**src/audio_port_regs.svh**
```systemverilog
// register offsets, reset values and sizes of the audio port slot logic
`ifndef AUDIO_PORT_REGS_SVH
`define AUDIO_PORT_REGS_SVH
`define CTRL_OFS 8'h00
`define PIN_OFS 8'h04
`define STAT_OFS 8'h08
`define TXM_LO_OFS 8'h0C
`define TXM_HI_OFS 8'h10
`define RXM_LO_OFS 8'h14
`define RXM_HI_OFS 8'h18
`define NULL_OFS 8'h1C
`define TXH_OFS 8'h20
`define TXH_SPAN 8'h18
`define RXD_OFS 8'h40
`define RXD_SPAN 8'h10
`define MASK_RST 32'hFFFFFFFF
`define CTRL_RST 32'h00000000
`define CTRL_WMASK 32'h1FFFFFFF
`define PIN_RST 4'h0
`define N_TX 6
`define N_RX 4
`endif

```
**src/audio_port_pkg.sv**
```systemverilog
// types shared by the audio port slot logic
package audio_port_pkg;
  typedef struct packed {
    logic [2:0] unused;
    logic tx_even_irq_enable;
    logic tx_irq_enable;
    logic tx_last_slot_irq_enable;
    logic tx_exception_irq_enable;
    logic rx_last_slot_irq_enable;
    logic rx_irq_enable;
    logic rx_even_irq_enable;
    logic rx_exception_irq_enable;
    logic [3:0] rx_channel_enables;
    logic [5:0] tx_channel_enables;
    logic [4:0] bits_m1;
    logic [4:0] slots_m1;
    logic net_mode;
  } ctrl_t;
  typedef struct packed {
    logic tx_last;
    logic rx_last;
    logic tx_even;
    logic tx_underrun_flag;
    logic tx_empty_flag;
    logic rx_even_slot_flag;
    logic rx_overrun_flag;
    logic rx_full_flag;
  } flags_t;
  typedef struct packed {
    logic rx_exc;
    logic rx_even;
    logic rx_data;
    logic rx_last;
    logic tx_exc;
    logic tx_last;
    logic tx_even;
    logic tx_data;
  } irq_vec_t;
  typedef struct packed {
    logic start;
    logic bit_tick;
    logic slot_end;
    logic frame_end;
    logic last_start;
    logic [4:0] slot;
    logic [4:0] end_slot;
  } slot_evt_t;
  typedef enum {FR_IDLE, FR_RUN} frame_st_t;
endpackage

```
**src/pin_sync.sv**
```systemverilog
// two flip-flop synchroniser for pins from outside the clock domain
`timescale 1ns/1ns
module pin_sync #(
  parameter int W = 1
) (
  input wire logic ref_clk,
  input wire logic sys_rst,
  input wire logic [W-1:0] pin_in,
  output logic [W-1:0] pin_s
);
  logic [W-1:0] meta_q;

  always_ff @(posedge ref_clk) begin
    if (sys_rst) begin
      meta_q <= '0;
      pin_s <= '0;
    end else begin
      meta_q <= pin_in;
      pin_s <= meta_q;
    end
  end
endmodule

```
**src/slot_timer.sv**
```systemverilog
// bit and slot counter driven by the sampled bit clock and frame sync
`timescale 1ns/1ns
module slot_timer (
  input wire logic ref_clk,
  input wire logic sys_rst,
  input wire logic run,
  input wire logic bclk_rise,
  input wire logic fs_lvl,
  input wire logic [4:0] last_slot,
  input wire logic [4:0] bits_m1,
  output audio_port_pkg::slot_evt_t evt
);
  import audio_port_pkg::*;
  frame_st_t st_q;
  logic fs_prev_q;
  logic [4:0] bit_q;
  logic [4:0] slot_q;
  wire fs_lead = bclk_rise & fs_lvl & ~fs_prev_q;
  wire bit_last = bit_q == bits_m1;
  wire slot_last = slot_q == last_slot;
  wire [4:0] slot_nx = slot_q + 5'h01;

  // frame sync is seen one bit before the first data bit of slot 0
  always_ff @(posedge ref_clk) begin
    if (sys_rst | ~run) begin
      st_q <= FR_IDLE;
      fs_prev_q <= 1'b0;
      bit_q <= 5'h00;
      slot_q <= 5'h00;
      evt <= '0;
    end else begin
      evt <= '0;
      if (bclk_rise) begin
        fs_prev_q <= fs_lvl;
      end
      case (st_q)
        FR_IDLE: begin
          if (fs_lead) begin
            st_q <= FR_RUN;
            bit_q <= 5'h00;
            slot_q <= 5'h00;
            evt.start <= 1'b1;
            evt.slot <= 5'h00;
            evt.last_start <= last_slot == 5'h00;
          end
        end
        FR_RUN: begin
          if (bclk_rise) begin
            evt.bit_tick <= 1'b1;
            if (bit_last) begin
              bit_q <= 5'h00;
              evt.slot_end <= 1'b1;
              evt.end_slot <= slot_q;
              if (slot_last) begin
                evt.frame_end <= 1'b1;
                st_q <= FR_IDLE;
              end else begin
                slot_q <= slot_nx;
                evt.start <= 1'b1;
                evt.slot <= slot_nx;
                evt.last_start <= slot_nx == last_slot;
              end
            end else begin
              bit_q <= bit_q + 5'h01;
            end
          end
        end
        default: st_q <= FR_IDLE;
      endcase
    end
  end
endmodule

```
**src/audio_port_slot_mask_irq.sv**
```systemverilog
// slot masking, port reset and interrupt requests of a multi-slot audio port
`timescale 1ns/1ns
`include "audio_port_regs.svh"
module audio_port_slot_mask_irq (
  input wire logic ref_clk,
  input wire logic sys_rst,
  input wire logic hsel,
  input wire logic [31:0] haddr,
  input wire logic [1:0] htrans,
  input wire logic hwrite,
  input wire logic [2:0] hsize,
  input wire logic hready,
  input wire logic [31:0] hwdata,
  output logic [31:0] hrdata,
  output logic hreadyout,
  output logic hresp,
  input wire logic bit_clk,
  input wire logic frame_sync,
  input wire logic [3:0] rx_pin,
  output logic [5:0] tx_pin,
  output logic [5:0] tx_oe_n,
  output audio_port_pkg::irq_vec_t irq_req
);
  import audio_port_pkg::*;

  // ==========================================================
  // pin sampling and slot timing
  logic [5:0] pin_s;
  logic bclk_d_q;
  slot_evt_t evt;
  ctrl_t ctrl_q;
  logic [3:0] pin_q;
  wire active = |pin_q;
  wire bclk_s = pin_s[5];
  wire fs_s = pin_s[4];
  wire [3:0] rx_s = pin_s[3:0];
  wire bclk_rise = bclk_s & ~bclk_d_q;
  wire [4:0] last_slot = ctrl_q.net_mode ? ctrl_q.slots_m1 : 5'h00;

  pin_sync #(.W(6)) u_pin_sync (
    .ref_clk(ref_clk),
    .sys_rst(sys_rst),
    .pin_in({bit_clk, frame_sync, rx_pin}),
    .pin_s(pin_s)
  );

  slot_timer u_slot_timer (
    .ref_clk(ref_clk),
    .sys_rst(sys_rst),
    .run(active),
    .bclk_rise(bclk_rise),
    .fs_lvl(fs_s),
    .last_slot(last_slot),
    .bits_m1(ctrl_q.bits_m1),
    .evt(evt)
  );

  always_ff @(posedge ref_clk) begin
    if (sys_rst) begin
      bclk_d_q <= 1'b0;
    end else begin
      bclk_d_q <= bclk_s;
    end
  end

  // ==========================================================
  // bus decode
  logic wr_pend_q;
  logic rd_pend_q;
  logic [7:0] a_q;
  logic [31:0] txm_q;
  logic [31:0] rxm_q;
  logic [31:0] txm_act_q;
  logic [31:0] rxm_act_q;
  flags_t fl_q;
  logic [23:0] txh_q [`N_TX];
  logic [23:0] txs_q [`N_TX];
  logic [23:0] rxs_q [`N_RX];
  logic [23:0] rxd_q [`N_RX];
  logic [5:0] tx_fresh_q;
  logic [5:0] tx_wr_q;
  logic [3:0] rx_rd_q;
  logic tx_arm_q;
  logic rx_arm_q;
  logic null_pend_q;
  logic drive_q;

  wire acc = hsel & hready & htrans[1];
  wire [7:0] tx_rel = a_q - `TXH_OFS;
  wire [7:0] rx_rel = a_q - `RXD_OFS;
  wire tx_hit_a = tx_rel < `TXH_SPAN;
  wire rx_hit_a = rx_rel < `RXD_SPAN;
  wire [2:0] tx_idx = tx_rel[4:2];
  wire [1:0] rx_idx = rx_rel[3:2];
  wire ctrl_wr = wr_pend_q & (a_q == `CTRL_OFS);
  wire pin_wr = wr_pend_q & (a_q == `PIN_OFS);
  wire txlo_wr = wr_pend_q & (a_q == `TXM_LO_OFS);
  wire txhi_wr = wr_pend_q & (a_q == `TXM_HI_OFS);
  wire rxlo_wr = wr_pend_q & (a_q == `RXM_LO_OFS);
  wire rxhi_wr = wr_pend_q & (a_q == `RXM_HI_OFS);
  wire null_wr = wr_pend_q & (a_q == `NULL_OFS) & active;
  wire tx_hit = wr_pend_q & tx_hit_a;
  wire rx_hit = rd_pend_q & rx_hit_a & active;
  wire st_rd = rd_pend_q & (a_q == `STAT_OFS);

  // ==========================================================
  // write and read completion tracking
  wire [5:0] tx_wr_now = tx_hit ? 6'h01 << tx_idx : 6'h00;
  wire [3:0] rx_rd_now = rx_hit ? 4'h1 << rx_idx : 4'h0;
  wire [5:0] tx_seen = tx_wr_q | tx_wr_now;
  wire [3:0] rx_seen = rx_rd_q | rx_rd_now;
  wire [5:0] tx_en = ctrl_q.tx_channel_enables;
  wire [3:0] rx_en = ctrl_q.rx_channel_enables;
  wire tx_all = tx_hit & ((tx_seen & tx_en) == tx_en);
  wire rx_all = rx_hit & ((rx_seen & rx_en) == rx_en);
  wire tx_done = tx_all | null_wr;

  // ==========================================================
  // slot events
  wire frame_first = evt.start & (evt.slot == 5'h00);
  wire [31:0] tx_cur = frame_first ? txm_q : txm_act_q;
  wire tx_load = evt.start & active;
  wire tx_mbit = tx_cur[evt.slot];
  wire tx_empty_set = tx_load & tx_mbit;
  wire tx_starved = |(tx_en & ~tx_fresh_q);
  wire und_set = tx_empty_set & ~null_pend_q & tx_starved;
  wire rx_xfer = evt.slot_end & active & rxm_act_q[evt.end_slot];
  wire net_on = ctrl_q.net_mode & active;
  wire drive_d = ~active ? 1'b0 : tx_load ? tx_mbit & ~null_pend_q : evt.frame_end ? 1'b0 : drive_q;

  // flags: a set in the same cycle as its clear wins
  wire tl_d = (evt.last_start & net_on) | (fl_q.tx_last & ~st_rd);
  wire rl_d = (evt.frame_end & net_on) | (fl_q.rx_last & ~st_rd);
  wire te_d = tx_empty_set | (fl_q.tx_empty_flag & ~tx_done);
  wire tv_d = tx_empty_set ? ~evt.slot[0] : fl_q.tx_even & ~tx_done;
  wire tu_d = und_set | (fl_q.tx_underrun_flag & ~(tx_done & tx_arm_q));
  wire rf_d = rx_xfer | (fl_q.rx_full_flag & ~rx_all);
  wire rv_d = rx_xfer ? ~evt.end_slot[0] : fl_q.rx_even_slot_flag & ~rx_all;
  wire ro_d = (rx_xfer & fl_q.rx_full_flag) | (fl_q.rx_overrun_flag & ~(rx_all & rx_arm_q));
  wire [7:0] fl_d = {tl_d, rl_d, tv_d, tu_d, te_d, rv_d, ro_d, rf_d};

  // ==========================================================
  // interrupt requests
  wire rx_exc = ctrl_q.rx_exception_irq_enable & fl_q.rx_full_flag & fl_q.rx_overrun_flag;
  wire rx_evn = ctrl_q.rx_even_irq_enable & fl_q.rx_full_flag & fl_q.rx_even_slot_flag;
  wire tx_exc = ctrl_q.tx_exception_irq_enable & fl_q.tx_empty_flag & fl_q.tx_underrun_flag;
  wire tx_evn = ctrl_q.tx_even_irq_enable & fl_q.tx_empty_flag & fl_q.tx_even;
  irq_vec_t irq_d;
  assign irq_d.rx_exc = rx_exc;
  assign irq_d.rx_even = rx_evn & ~rx_exc;
  assign irq_d.rx_data = ctrl_q.rx_irq_enable & fl_q.rx_full_flag & ~rx_exc & ~rx_evn;
  assign irq_d.rx_last = ctrl_q.rx_last_slot_irq_enable & fl_q.rx_last;
  assign irq_d.tx_exc = tx_exc;
  assign irq_d.tx_last = ctrl_q.tx_last_slot_irq_enable & fl_q.tx_last;
  assign irq_d.tx_even = tx_evn & ~tx_exc;
  assign irq_d.tx_data = ctrl_q.tx_irq_enable & fl_q.tx_empty_flag & ~tx_exc & ~tx_evn;

  // ==========================================================
  // read data; data registers read as zero while the port is idle
  wire [31:0] rd_val =
    (a_q == `CTRL_OFS) ? ctrl_q :
    (a_q == `PIN_OFS) ? {28'h0000000, pin_q} :
    (a_q == `STAT_OFS) ? {16'h0000, irq_req, fl_q} :
    (a_q == `TXM_LO_OFS) ? {16'h0000, txm_q[15:0]} :
    (a_q == `TXM_HI_OFS) ? {16'h0000, txm_q[31:16]} :
    (a_q == `RXM_LO_OFS) ? {16'h0000, rxm_q[15:0]} :
    (a_q == `RXM_HI_OFS) ? {16'h0000, rxm_q[31:16]} :
    rx_hit_a & active ? {8'h00, rxd_q[rx_idx]} : 32'h00000000;

  // ==========================================================
  // bus slave: writes without wait, reads with one wait state
  always_ff @(posedge ref_clk) begin
    if (sys_rst) begin
      wr_pend_q <= 1'b0;
      rd_pend_q <= 1'b0;
      a_q <= 8'h00;
      hreadyout <= 1'b1;
      hrdata <= 32'h00000000;
      hresp <= 1'b0;
    end else begin
      wr_pend_q <= acc & hwrite;
      rd_pend_q <= acc & ~hwrite;
      hreadyout <= ~(acc & ~hwrite);
      hresp <= 1'b0;
      if (acc) begin
        a_q <= haddr[7:0];
      end
      if (rd_pend_q) begin
        hrdata <= rd_val;
      end
    end
  end

  // ==========================================================
  // control and mask registers
  always_ff @(posedge ref_clk) begin
    if (sys_rst) begin
      ctrl_q <= `CTRL_RST;
      pin_q <= `PIN_RST;
      txm_q <= `MASK_RST;
      rxm_q <= `MASK_RST;
      txm_act_q <= `MASK_RST;
      rxm_act_q <= `MASK_RST;
    end else begin
      if (ctrl_wr) begin
        ctrl_q <= hwdata & `CTRL_WMASK;
      end
      if (pin_wr) begin
        pin_q <= hwdata[3:0];
      end
      if (txlo_wr) begin
        txm_q[15:0] <= hwdata[15:0];
      end
      if (txhi_wr) begin
        txm_q[31:16] <= hwdata[15:0];
      end
      if (rxlo_wr) begin
        rxm_q[15:0] <= hwdata[15:0];
      end
      if (rxhi_wr) begin
        rxm_q[31:16] <= hwdata[15:0];
      end
      if (frame_first) begin
        txm_act_q <= txm_q;
        rxm_act_q <= rxm_q;
      end
    end
  end

  // ==========================================================
  // status flags and request outputs; all cleared while idle
  always_ff @(posedge ref_clk) begin
    if (sys_rst | ~active) begin
      fl_q <= '0;
      irq_req <= '0;
      tx_wr_q <= 6'h00;
      rx_rd_q <= 4'h0;
      tx_arm_q <= 1'b0;
      rx_arm_q <= 1'b0;
      null_pend_q <= 1'b0;
      drive_q <= 1'b0;
      tx_oe_n <= 6'h3F;
    end else begin
      fl_q <= fl_d;
      irq_req <= irq_d;
      tx_wr_q <= tx_done ? 6'h00 : tx_seen;
      rx_rd_q <= rx_all ? 4'h0 : rx_seen;
      tx_arm_q <= (st_rd & fl_q.tx_underrun_flag) | (tx_arm_q & ~tx_done);
      rx_arm_q <= (st_rd & fl_q.rx_overrun_flag) | (rx_arm_q & ~rx_all);
      null_pend_q <= null_wr | (null_pend_q & ~tx_load);
      drive_q <= drive_d;
      tx_oe_n <= ~({6{drive_d}} & tx_en);
    end
  end

  // ==========================================================
  // transmit holding and shift registers
  // masked slots still move holding data, so a late write waits for the next open slot
  always_ff @(posedge ref_clk) begin
    if (sys_rst) begin
      tx_fresh_q <= 6'h00;
      tx_pin <= 6'h00;
      for (int i = 0; i < `N_TX; i++) begin
        txh_q[i] <= 24'h000000;
        txs_q[i] <= 24'h000000;
      end
    end else begin
      tx_fresh_q <= tx_wr_now | (tx_fresh_q & ~{6{tx_load}});
      for (int i = 0; i < `N_TX; i++) begin
        if (tx_wr_now[i]) begin
          txh_q[i] <= hwdata[23:0];
        end
        if (tx_load) begin
          txs_q[i] <= txh_q[i];
          tx_pin[i] <= txh_q[i][23];
        end else if (evt.bit_tick) begin
          txs_q[i] <= {txs_q[i][22:0], 1'b0};
          tx_pin[i] <= txs_q[i][22];
        end
      end
    end
  end

  // ==========================================================
  // receive shift and data registers
  // shifters run for every slot; a receiver enabled mid-stream stores a complete first word
  always_ff @(posedge ref_clk) begin
    if (sys_rst) begin
      for (int i = 0; i < `N_RX; i++) begin
        rxs_q[i] <= 24'h000000;
        rxd_q[i] <= 24'h000000;
      end
    end else begin
      for (int i = 0; i < `N_RX; i++) begin
        if (evt.bit_tick & active) begin
          rxs_q[i] <= {rxs_q[i][22:0], rx_s[i]};
        end
        if (rx_xfer & rx_en[i]) begin
          rxd_q[i] <= {rxs_q[i][22:0], rx_s[i]};
        end
      end
    end
  end
endmodule

```
**config.mk**
```make
export PLATFORM = sky130hd
export DESIGN_NAME = audio_port_slot_mask_irq
export DESIGN_NICKNAME = d
export VERILOG_FILES = /design/src/audio_port_pkg.sv /design/src/pin_sync.sv /design/src/slot_timer.sv /design/src/audio_port_slot_mask_irq.sv
export VERILOG_INCLUDE_DIRS = /design/src /design/src/src
export SDC_FILE = /design/constraint.sdc
export NUM_CORES = 1
export LEC_CHECK = 0
export ABC_AREA = 1
export BUFFER_PORTS_ARGS = -buffer_cell sky130_fd_sc_hd__buf_2
export CELL_PAD_IN_SITES_DETAIL_PLACEMENT = 0
export CELL_PAD_IN_SITES_GLOBAL_PLACEMENT = 1
export CORE_AREA = 2 2 224 270
export CTS_CLUSTER_SIZE = 10
export DETAILED_ROUTE_END_ITERATION = 10
export DIE_AREA = 0 0 226 272
export GPL_TIMING_DRIVEN = 0
export PLACE_DENSITY_LB_ADDON = 0.15
export SYNTH_ARGS = -nofsm -noshare
export SYNTH_HDL_FRONTEND = slang
export SYNTH_SLANG_ARGS = --single-unit
export TNS_END_PERCENT = 1
```
**constraint.sdc**
```tcl
create_clock -name ref_clk -period 12.4 [get_ports ref_clk]
set_clock_uncertainty 0.05 [all_clocks]
set_input_delay 2.48 -clock ref_clk [delete_from_list [all_inputs] [get_ports ref_clk]]
set_output_delay 2.48 -clock ref_clk [all_outputs]
set_load 0.01 [all_outputs]
```
==> out/results.txt, run 1 <==
pin count of the biggest net entering global routing = 44
post-DP HPWL = 64.2 mm
CP Cell Sequence = buf_2 -> clkbuf_1 -> inv_1 -> clkbuf_1 -> clkbuf_1 -> clkbuf_1 -> nand2_1
EDFF count, synth = 470
Least-Margin Pin Slew = 1420 ps
peak supply drop = 115 uV
num rows = 98
register bit count reported by yosys = 759
Ports = 134
fin crit period = 6020 ps
number of vias per cell = 5.51
Worst-Skew Late Latency = 640 ps
Max H-tree Level = 3
Final setup viols = 0
final worst-path cycle share = 48.6%
outcome = finished clean
Leakage Power = 0.0142 uW
initial antenna violation count = 1
Starting Density = 51.3%
Ys Warns = 0
CTS buffer count = 86
post-cts resize count = 0
Worst Setup Start Kind = primary input
post-synthesis instance total = 3,047
DIE HEIGHT = 272 microns
Slew HR = 5.60%
MaxCap Viol Count = 0
Synth area leaders = edfxtp_1 (47%), dfxtp_1 (19%), nor2_1 (8.4%)
Clock Tree Buf Depth = 3
RSZ-0062 raised after global routing = no
Avg Cell Area, Syn = 9.93 sq um
Final GP Congestion = 0.952
wirelength, routed = 91.2 mm
count leader, synth = nor2_1
hold buffers post-CTS = 0
Overflow after GRT = 0
Hold Fails Final Rpt = 0
Crit path arrival time = 6020 ps
Max stage delay on crit path = 950 ps
setup TNS = 0 ps
Post-synth ARST share = 0%
vias in the first global route = 21,950
Worst setup EP type = flip-flop
R2R Setup Slk = 9010 ps
TritonCTS clock tree = built
Area growth syn-to-layout = 13.7%
Cell Count, Final, Fillers Out = 4,105
worst path required time = 12,400 ps
hold crit path type = flip-flop to flip-flop
GRT Resource Usage Total = 29.9%
critical path class = primary input to flip-flop
initial DRC count = 2,164
commonest cells in the netlist = nor2_1 (676), edfxtp_1 (470), nand2_1 (405)
router iterations before antenna repair = 6
fin nets = 3,324
top_reg_cell synth = edfxtp_1
first-pass GRT wire length = 135 mm
crit-path most repeated cell = clkbuf_1
Die W = 226 microns
layout cells sized above 1 = 9.44%
area leader, netlist = edfxtp_1
synthesized cell area = 30,300 sq um
CTS Root Cell = clkbuf_16
pwr dens = 153 nW/um^2
max-slew violations = 0
DRT antenna net count = 0
Synth top area share = 46.6%
fillers = 5,192
register area share after synthesis = 65.8%
Fmax = 166 MHz
Clock transition at path regs = 60 ps
Post-Place Cells = 3,953
clk sinks = 759
IO Port Bufs = 98
# DRC = 0
Unique masters post-synth = 49
number of buffers added for setup after CTS = 0
Via Count = 22,615
Die Footprint = 61,500 sq um
Placeable Area = 59,000 sq um
WL per Instance = 22.2 microns
Worst path slowest cell = nand2_1
CP max FO = 24
==> power by group <==
group / internal (uW) / total, uW / switching, uW
registers: 2730 / 2760 / 22.8
logic: 34.0 / 180 / 146
clock network: 1330 / 2340 / 1000
==> flip-flops by register name, summed over array words and instances, names as in the netlist, 19 cells and up <==
register and flops:
txh_q 144, ctrl_q 19, txm_act_q 32, rxm_act_q 32, txm_q 32, txs_q 138
hrdata 29, rxd_q 96, rxs_q 92, rxm_q 32
==> routing by layer <==
| layer | share of wire (%) | vias to the layer above | track usage (%) |
|---|---|---|---|
| li1 | - | 10621 | - |
| met1 | 40 | 10872 | 38.5 |
| met2 | 47 | 905 | 48.5 |
| met3 | 6.7 | 217 | 4.19 |
| met4 | 6.1 | 0 | 17.3 |
| met5 | 0 | - | 0 |
==> cell families (layout without fill, tap and decap cells) <==
| logic type | after synthesis | after routing | synth area share, % |
|---|---|---|---|
| xor+xnor | 16 | 16 | 0.463 |
| buf+inv | 456 | 710 | 6.07 |
| other cells | 1 | 5 | 0.0124 |
| mux | 1 | 1 | 0.0331 |
| flops | 759 | 759 | 65.8 |
| fa+ha+maj | 3 | 3 | 0.124 |
| compound gates | 525 | 525 | 10.4 |
| simple gates | 1286 | 1286 | 17.1 |
==> critical path: cells and delay by family <==
kind | cells | cell delay [ps]
buf+inv | 6 | 2570
simple gates | 1 | 950
==> through the flow <==
step	instance area (sq um)	hold WS, ps	setup WS, ps	utilization [%]	total power, uW
after floorplan	30300	338	4390	-	2890
after global placement	31800	341	167	53.9	2990
after detailed placement	31900	347	5750	54.1	2990
after CTS	34400	350	6540	58.3	5290
after global routing	34400	376	6280	58.3	5410
final	34400	355	6380	58.3	5270
==> layout by cell type, fill, tap and decap left out, types with 88 or more instances in the layout <==
cell | Yosys | layout
inv_1 | 248 | 248
dfxtp_1 | 289 | 289
nand2_1 | 405 | 404
edfxtp_1 | 470 | 470
clkbuf_1 | 107 | 164
nor2_1 | 676 | 676
nand3_1 | 137 | 137
buf_2 | 50 | 148
o21ai_0 | 96 | 95
clkbuf_16 | 0 | 88
a21oi_1 | 231 | 231
==> final cells by class <==
class	instances	area [sq um]	area share (%)
timing repair buffer	103	591	1.72
buffer	174	779	2.27
clock inverter	5	85.1	0.247
inverter	282	1060	3.08
antenna	1	2.50	0.00727
sequential	759	19900	57.8
clock buffer	146	2430	7.06
multi-input combinational	1835	8550	24.9
tap	800	1000	2.91
==> path summary, 6_finish.rpt <==
kind | start | to | cells past startpoint
max reg2reg | u_slot_timer.evt[0] | rxd_q[3][12] | 10
min reg2reg | u_pin_sync.meta_q[2] | u_pin_sync.pin_s[2] | 2
max | sys_rst | rxd_q[3][12] | 7
min | u_pin_sync.meta_q[2] | u_pin_sync.pin_s[2] | 2
Note: power is estimated with default switching activity, not from simulation.
==> run 2: changes to the inputs <==
--- a/config.mk
+++ b/config.mk
@@ -10,10 +10,10 @@
 export BUFFER_PORTS_ARGS = -buffer_cell sky130_fd_sc_hd__buf_2
 export CELL_PAD_IN_SITES_DETAIL_PLACEMENT = 0
 export CELL_PAD_IN_SITES_GLOBAL_PLACEMENT = 1
-export CORE_AREA = 2 2 224 270
+export CORE_AREA = 2 2 233 281
 export CTS_CLUSTER_SIZE = 10
 export DETAILED_ROUTE_END_ITERATION = 10
-export DIE_AREA = 0 0 226 272
+export DIE_AREA = 0 0 235 283
 export GPL_TIMING_DRIVEN = 0
 export PLACE_DENSITY_LB_ADDON = 0.15
 export SYNTH_ARGS = -nofsm -noshare
==> constraint.sdc (replaced) <==
create_clock -name ref_clk -period 6.2 [get_ports ref_clk]
set_clock_uncertainty 0.05 [all_clocks]
set_input_delay 1.24 -clock ref_clk [delete_from_list [all_inputs] [get_ports ref_clk]]
set_output_delay 1.24 -clock ref_clk [all_outputs]
set_load 0.01 [all_outputs]
==> run 2 against run 1 <==
  * Sequential power grew 100%
  * Critical path depth is the same
  * Setup slack lost 4800 ps
  * Count of clock-buffer cells in the layout shrank 11
  * Critical endpoint is now txh_q[2][1]
==> out/results.txt, run 2 (synthesis gave the netlist of run 1 again) <==
RSZ-0062 raised after global routing = no
Placeable Area = 63,900 sq um (+8.4%)
Clock Tree Buf Depth = 3 (unchanged)
GRT Resource Usage Total = 27.8% (-2.2 points)
FF-to-FF End = txs_q[2][2]
Critical Path Start = sys_rst
Final setup viols = 0 (unchanged)
final worst-path cycle share = 74.6%
hold buffers post-CTS = 0 (unchanged)
Area growth syn-to-layout = 13.7% (about the same)
num rows = 102 (+4.1%)
CTS buffer count = 87 (+1.2%)
leading cell type in the layout, fill and taps excluded = nor2_1
CTS Root Cell = clkbuf_16
pwr dens = 306 nW/um^2 (+100%)
Crit path arrival time = 4650 ps (-1370 ps)
critical path class = primary input to flip-flop
CP endpoint = txh_q[2][1]
initial DRC count = 2,033 (-6.1%)
initial antenna violation count = 1 (unchanged)
pin count of the biggest net entering global routing = 60 (+36%)
MaxCap Viol Count = 0 (unchanged)
Leakage Power = 0.0142 uW (about the same)
metal2 WL = 43.5 mm (+2.0%)
Fmax = 216 MHz
Die Footprint = 66,500 sq um (+8.2%)
R2R Setup Slk = 2750 ps (-6260 ps)
Overflow after GRT = 0 (unchanged)
peak supply drop = 254 uV (+120%)
Least-Margin Pin Slew = 1290 ps (-130 ps)
fin crit period = 4620 ps
wirelength, routed = 93.1 mm (+2.1%)
router iterations before antenna repair = 6 (unchanged)
first-pass GRT wire length = 138 mm (+2.4%)
Final Power = 10,500 uW (+100%)
WL per Instance = 22.6 microns (+1.6%)
max-slew violations = 0 (unchanged)
Top Registers = txh_q: 144 flops, txs_q: 138 flops, rxd_q: 96 flops
Die W = 235 microns (+4.0%)
TritonCTS clock tree = built
CP max FO = 24 (unchanged)
Worst setup EP type = flip-flop
Hold Fails Final Rpt = 0 (unchanged)
top layer in use = met5
outcome = finished clean
# DRC = 0 (unchanged)
worst reg2reg path depth = 10 (unchanged)
clk sinks = 759 (unchanged)
Worst Setup Start Kind = primary input
Final GP Congestion = 0.955 (+0.22%)
Max H-tree Level = 3 (unchanged)
Util after Layout = 53.8% (-4.5 points)
metal3 WL = 5.90 mm (-4.0%)
vias in the first global route = 21,966 (+0.073%)
Worst-Skew Late Latency = 640 ps (about the same)
Via Count = 22,510 (-0.46%)
hold crit path type = flip-flop to flip-flop
Ports = 134 (unchanged)
layout cells sized above 1 = 9.53% (+0.089 points)
Clock transition at path regs = 50 ps (about the same)
Biggest register = txh_q
number of vias per cell = 5.45 (-1.0%)
worst path required time = 6230 ps (-6170 ps)
Slew HR = 14.2% (+8.6 points)
IO Port Bufs = 98 (unchanged)
max reg flops = 144 (unchanged)
post-cts resize count = 0 (unchanged)
post-DP HPWL = 65.8 mm (+2.5%)
DIE HEIGHT = 283 microns (+4.0%)
number of buffers added for setup after CTS = 0 (unchanged)
fin nets = 3,324 (unchanged)
DRT antenna net count = 0 (unchanged)
worst r2r src = pin_q[1]
Starting Density = 47.3% (-4.0 points)
routed metal-1 wire length = 38.5 mm (+4.7%)
leading cell types in the layout, fill and taps excluded = nor2_1 (676), edfxtp_1 (470), nand2_1 (404)
## run 2: cell types whose count changed in the layout (fill, tap and decap cells not counted)
cell       change
clkinv_8       +1
diode_2        +1
clkinv_16      +1
inv_16         -3
clkbuf_1      -12
inv_6          +3
buf_16         +2
buf_12         -3
clkbuf_8       +1
## run 2: worst max-delay path: stages
cell and delay (ps):
buf_2 150, clkbuf_1 350, inv_1 290, clkbuf_1 460, clkbuf_1 760, clkbuf_1 520, nand2_1 870
## run 2: layer usage
metal  vias to the layer above  global-route usage, %
met5                         -                      0
met4                         2                   14.5
met3                       230                   4.22
met2                       820                   45.5
met1                     10822                   35.7
li1                      10636                      -
## run 2: layout make-up
class                   count  area [sq um]
fillers                  5796         29500
flip-flops and latches    759         19900
multi-input cells        1835          8550
clock buffers             135          2400
inverters                 282          1060
well taps                 832          1040
plain buffers             174           779
repair buffers            102           586
clock inverters             7          97.6
diodes                      2          5.00
## run 2: report_power, final
group | total, uW | switching, uW | internal [uW]
clock network | 4670 | 2020 | 2650
logic | 359 | 292 | 67.8
registers | 5510 | 44.2 | 5470
total | 10500 | 2360 | 8180
## run 2: per-stage QoR
step	setup WS, ps	cells	cell area, sq um	hold WS [ps]	TNS [ps]
CTS	1650	4126	34400	354	0
floorplan	679	3050	30300	338	0
finish	1580	4128	34400	350	0
global placement	-1850	3980	31800	345	-169180
global route	1430	4126	34400	367	0
detailed placement	987	3984	31900	345	0
## run 2: how the worst min path moves through the flow
stage	start	slack [ps]	cells past startpoint	to
5_1_grt	u_pin_sync.meta_q[5]	370	2	u_pin_sync.pin_s[5]
6_report	u_pin_sync.meta_q[3]	350	2	u_pin_sync.pin_s[3]
2_1_floorplan	u_pin_sync.meta_q[0]	340	2	u_pin_sync.pin_s[0]
4_1_cts	u_pin_sync.meta_q[3]	350	2	u_pin_sync.pin_s[3]
3_3_place_gp	u_pin_sync.meta_q[3]	350	2	u_pin_sync.pin_s[3]
3_5_place_dp	u_pin_sync.meta_q[3]	350	2	u_pin_sync.pin_s[3]
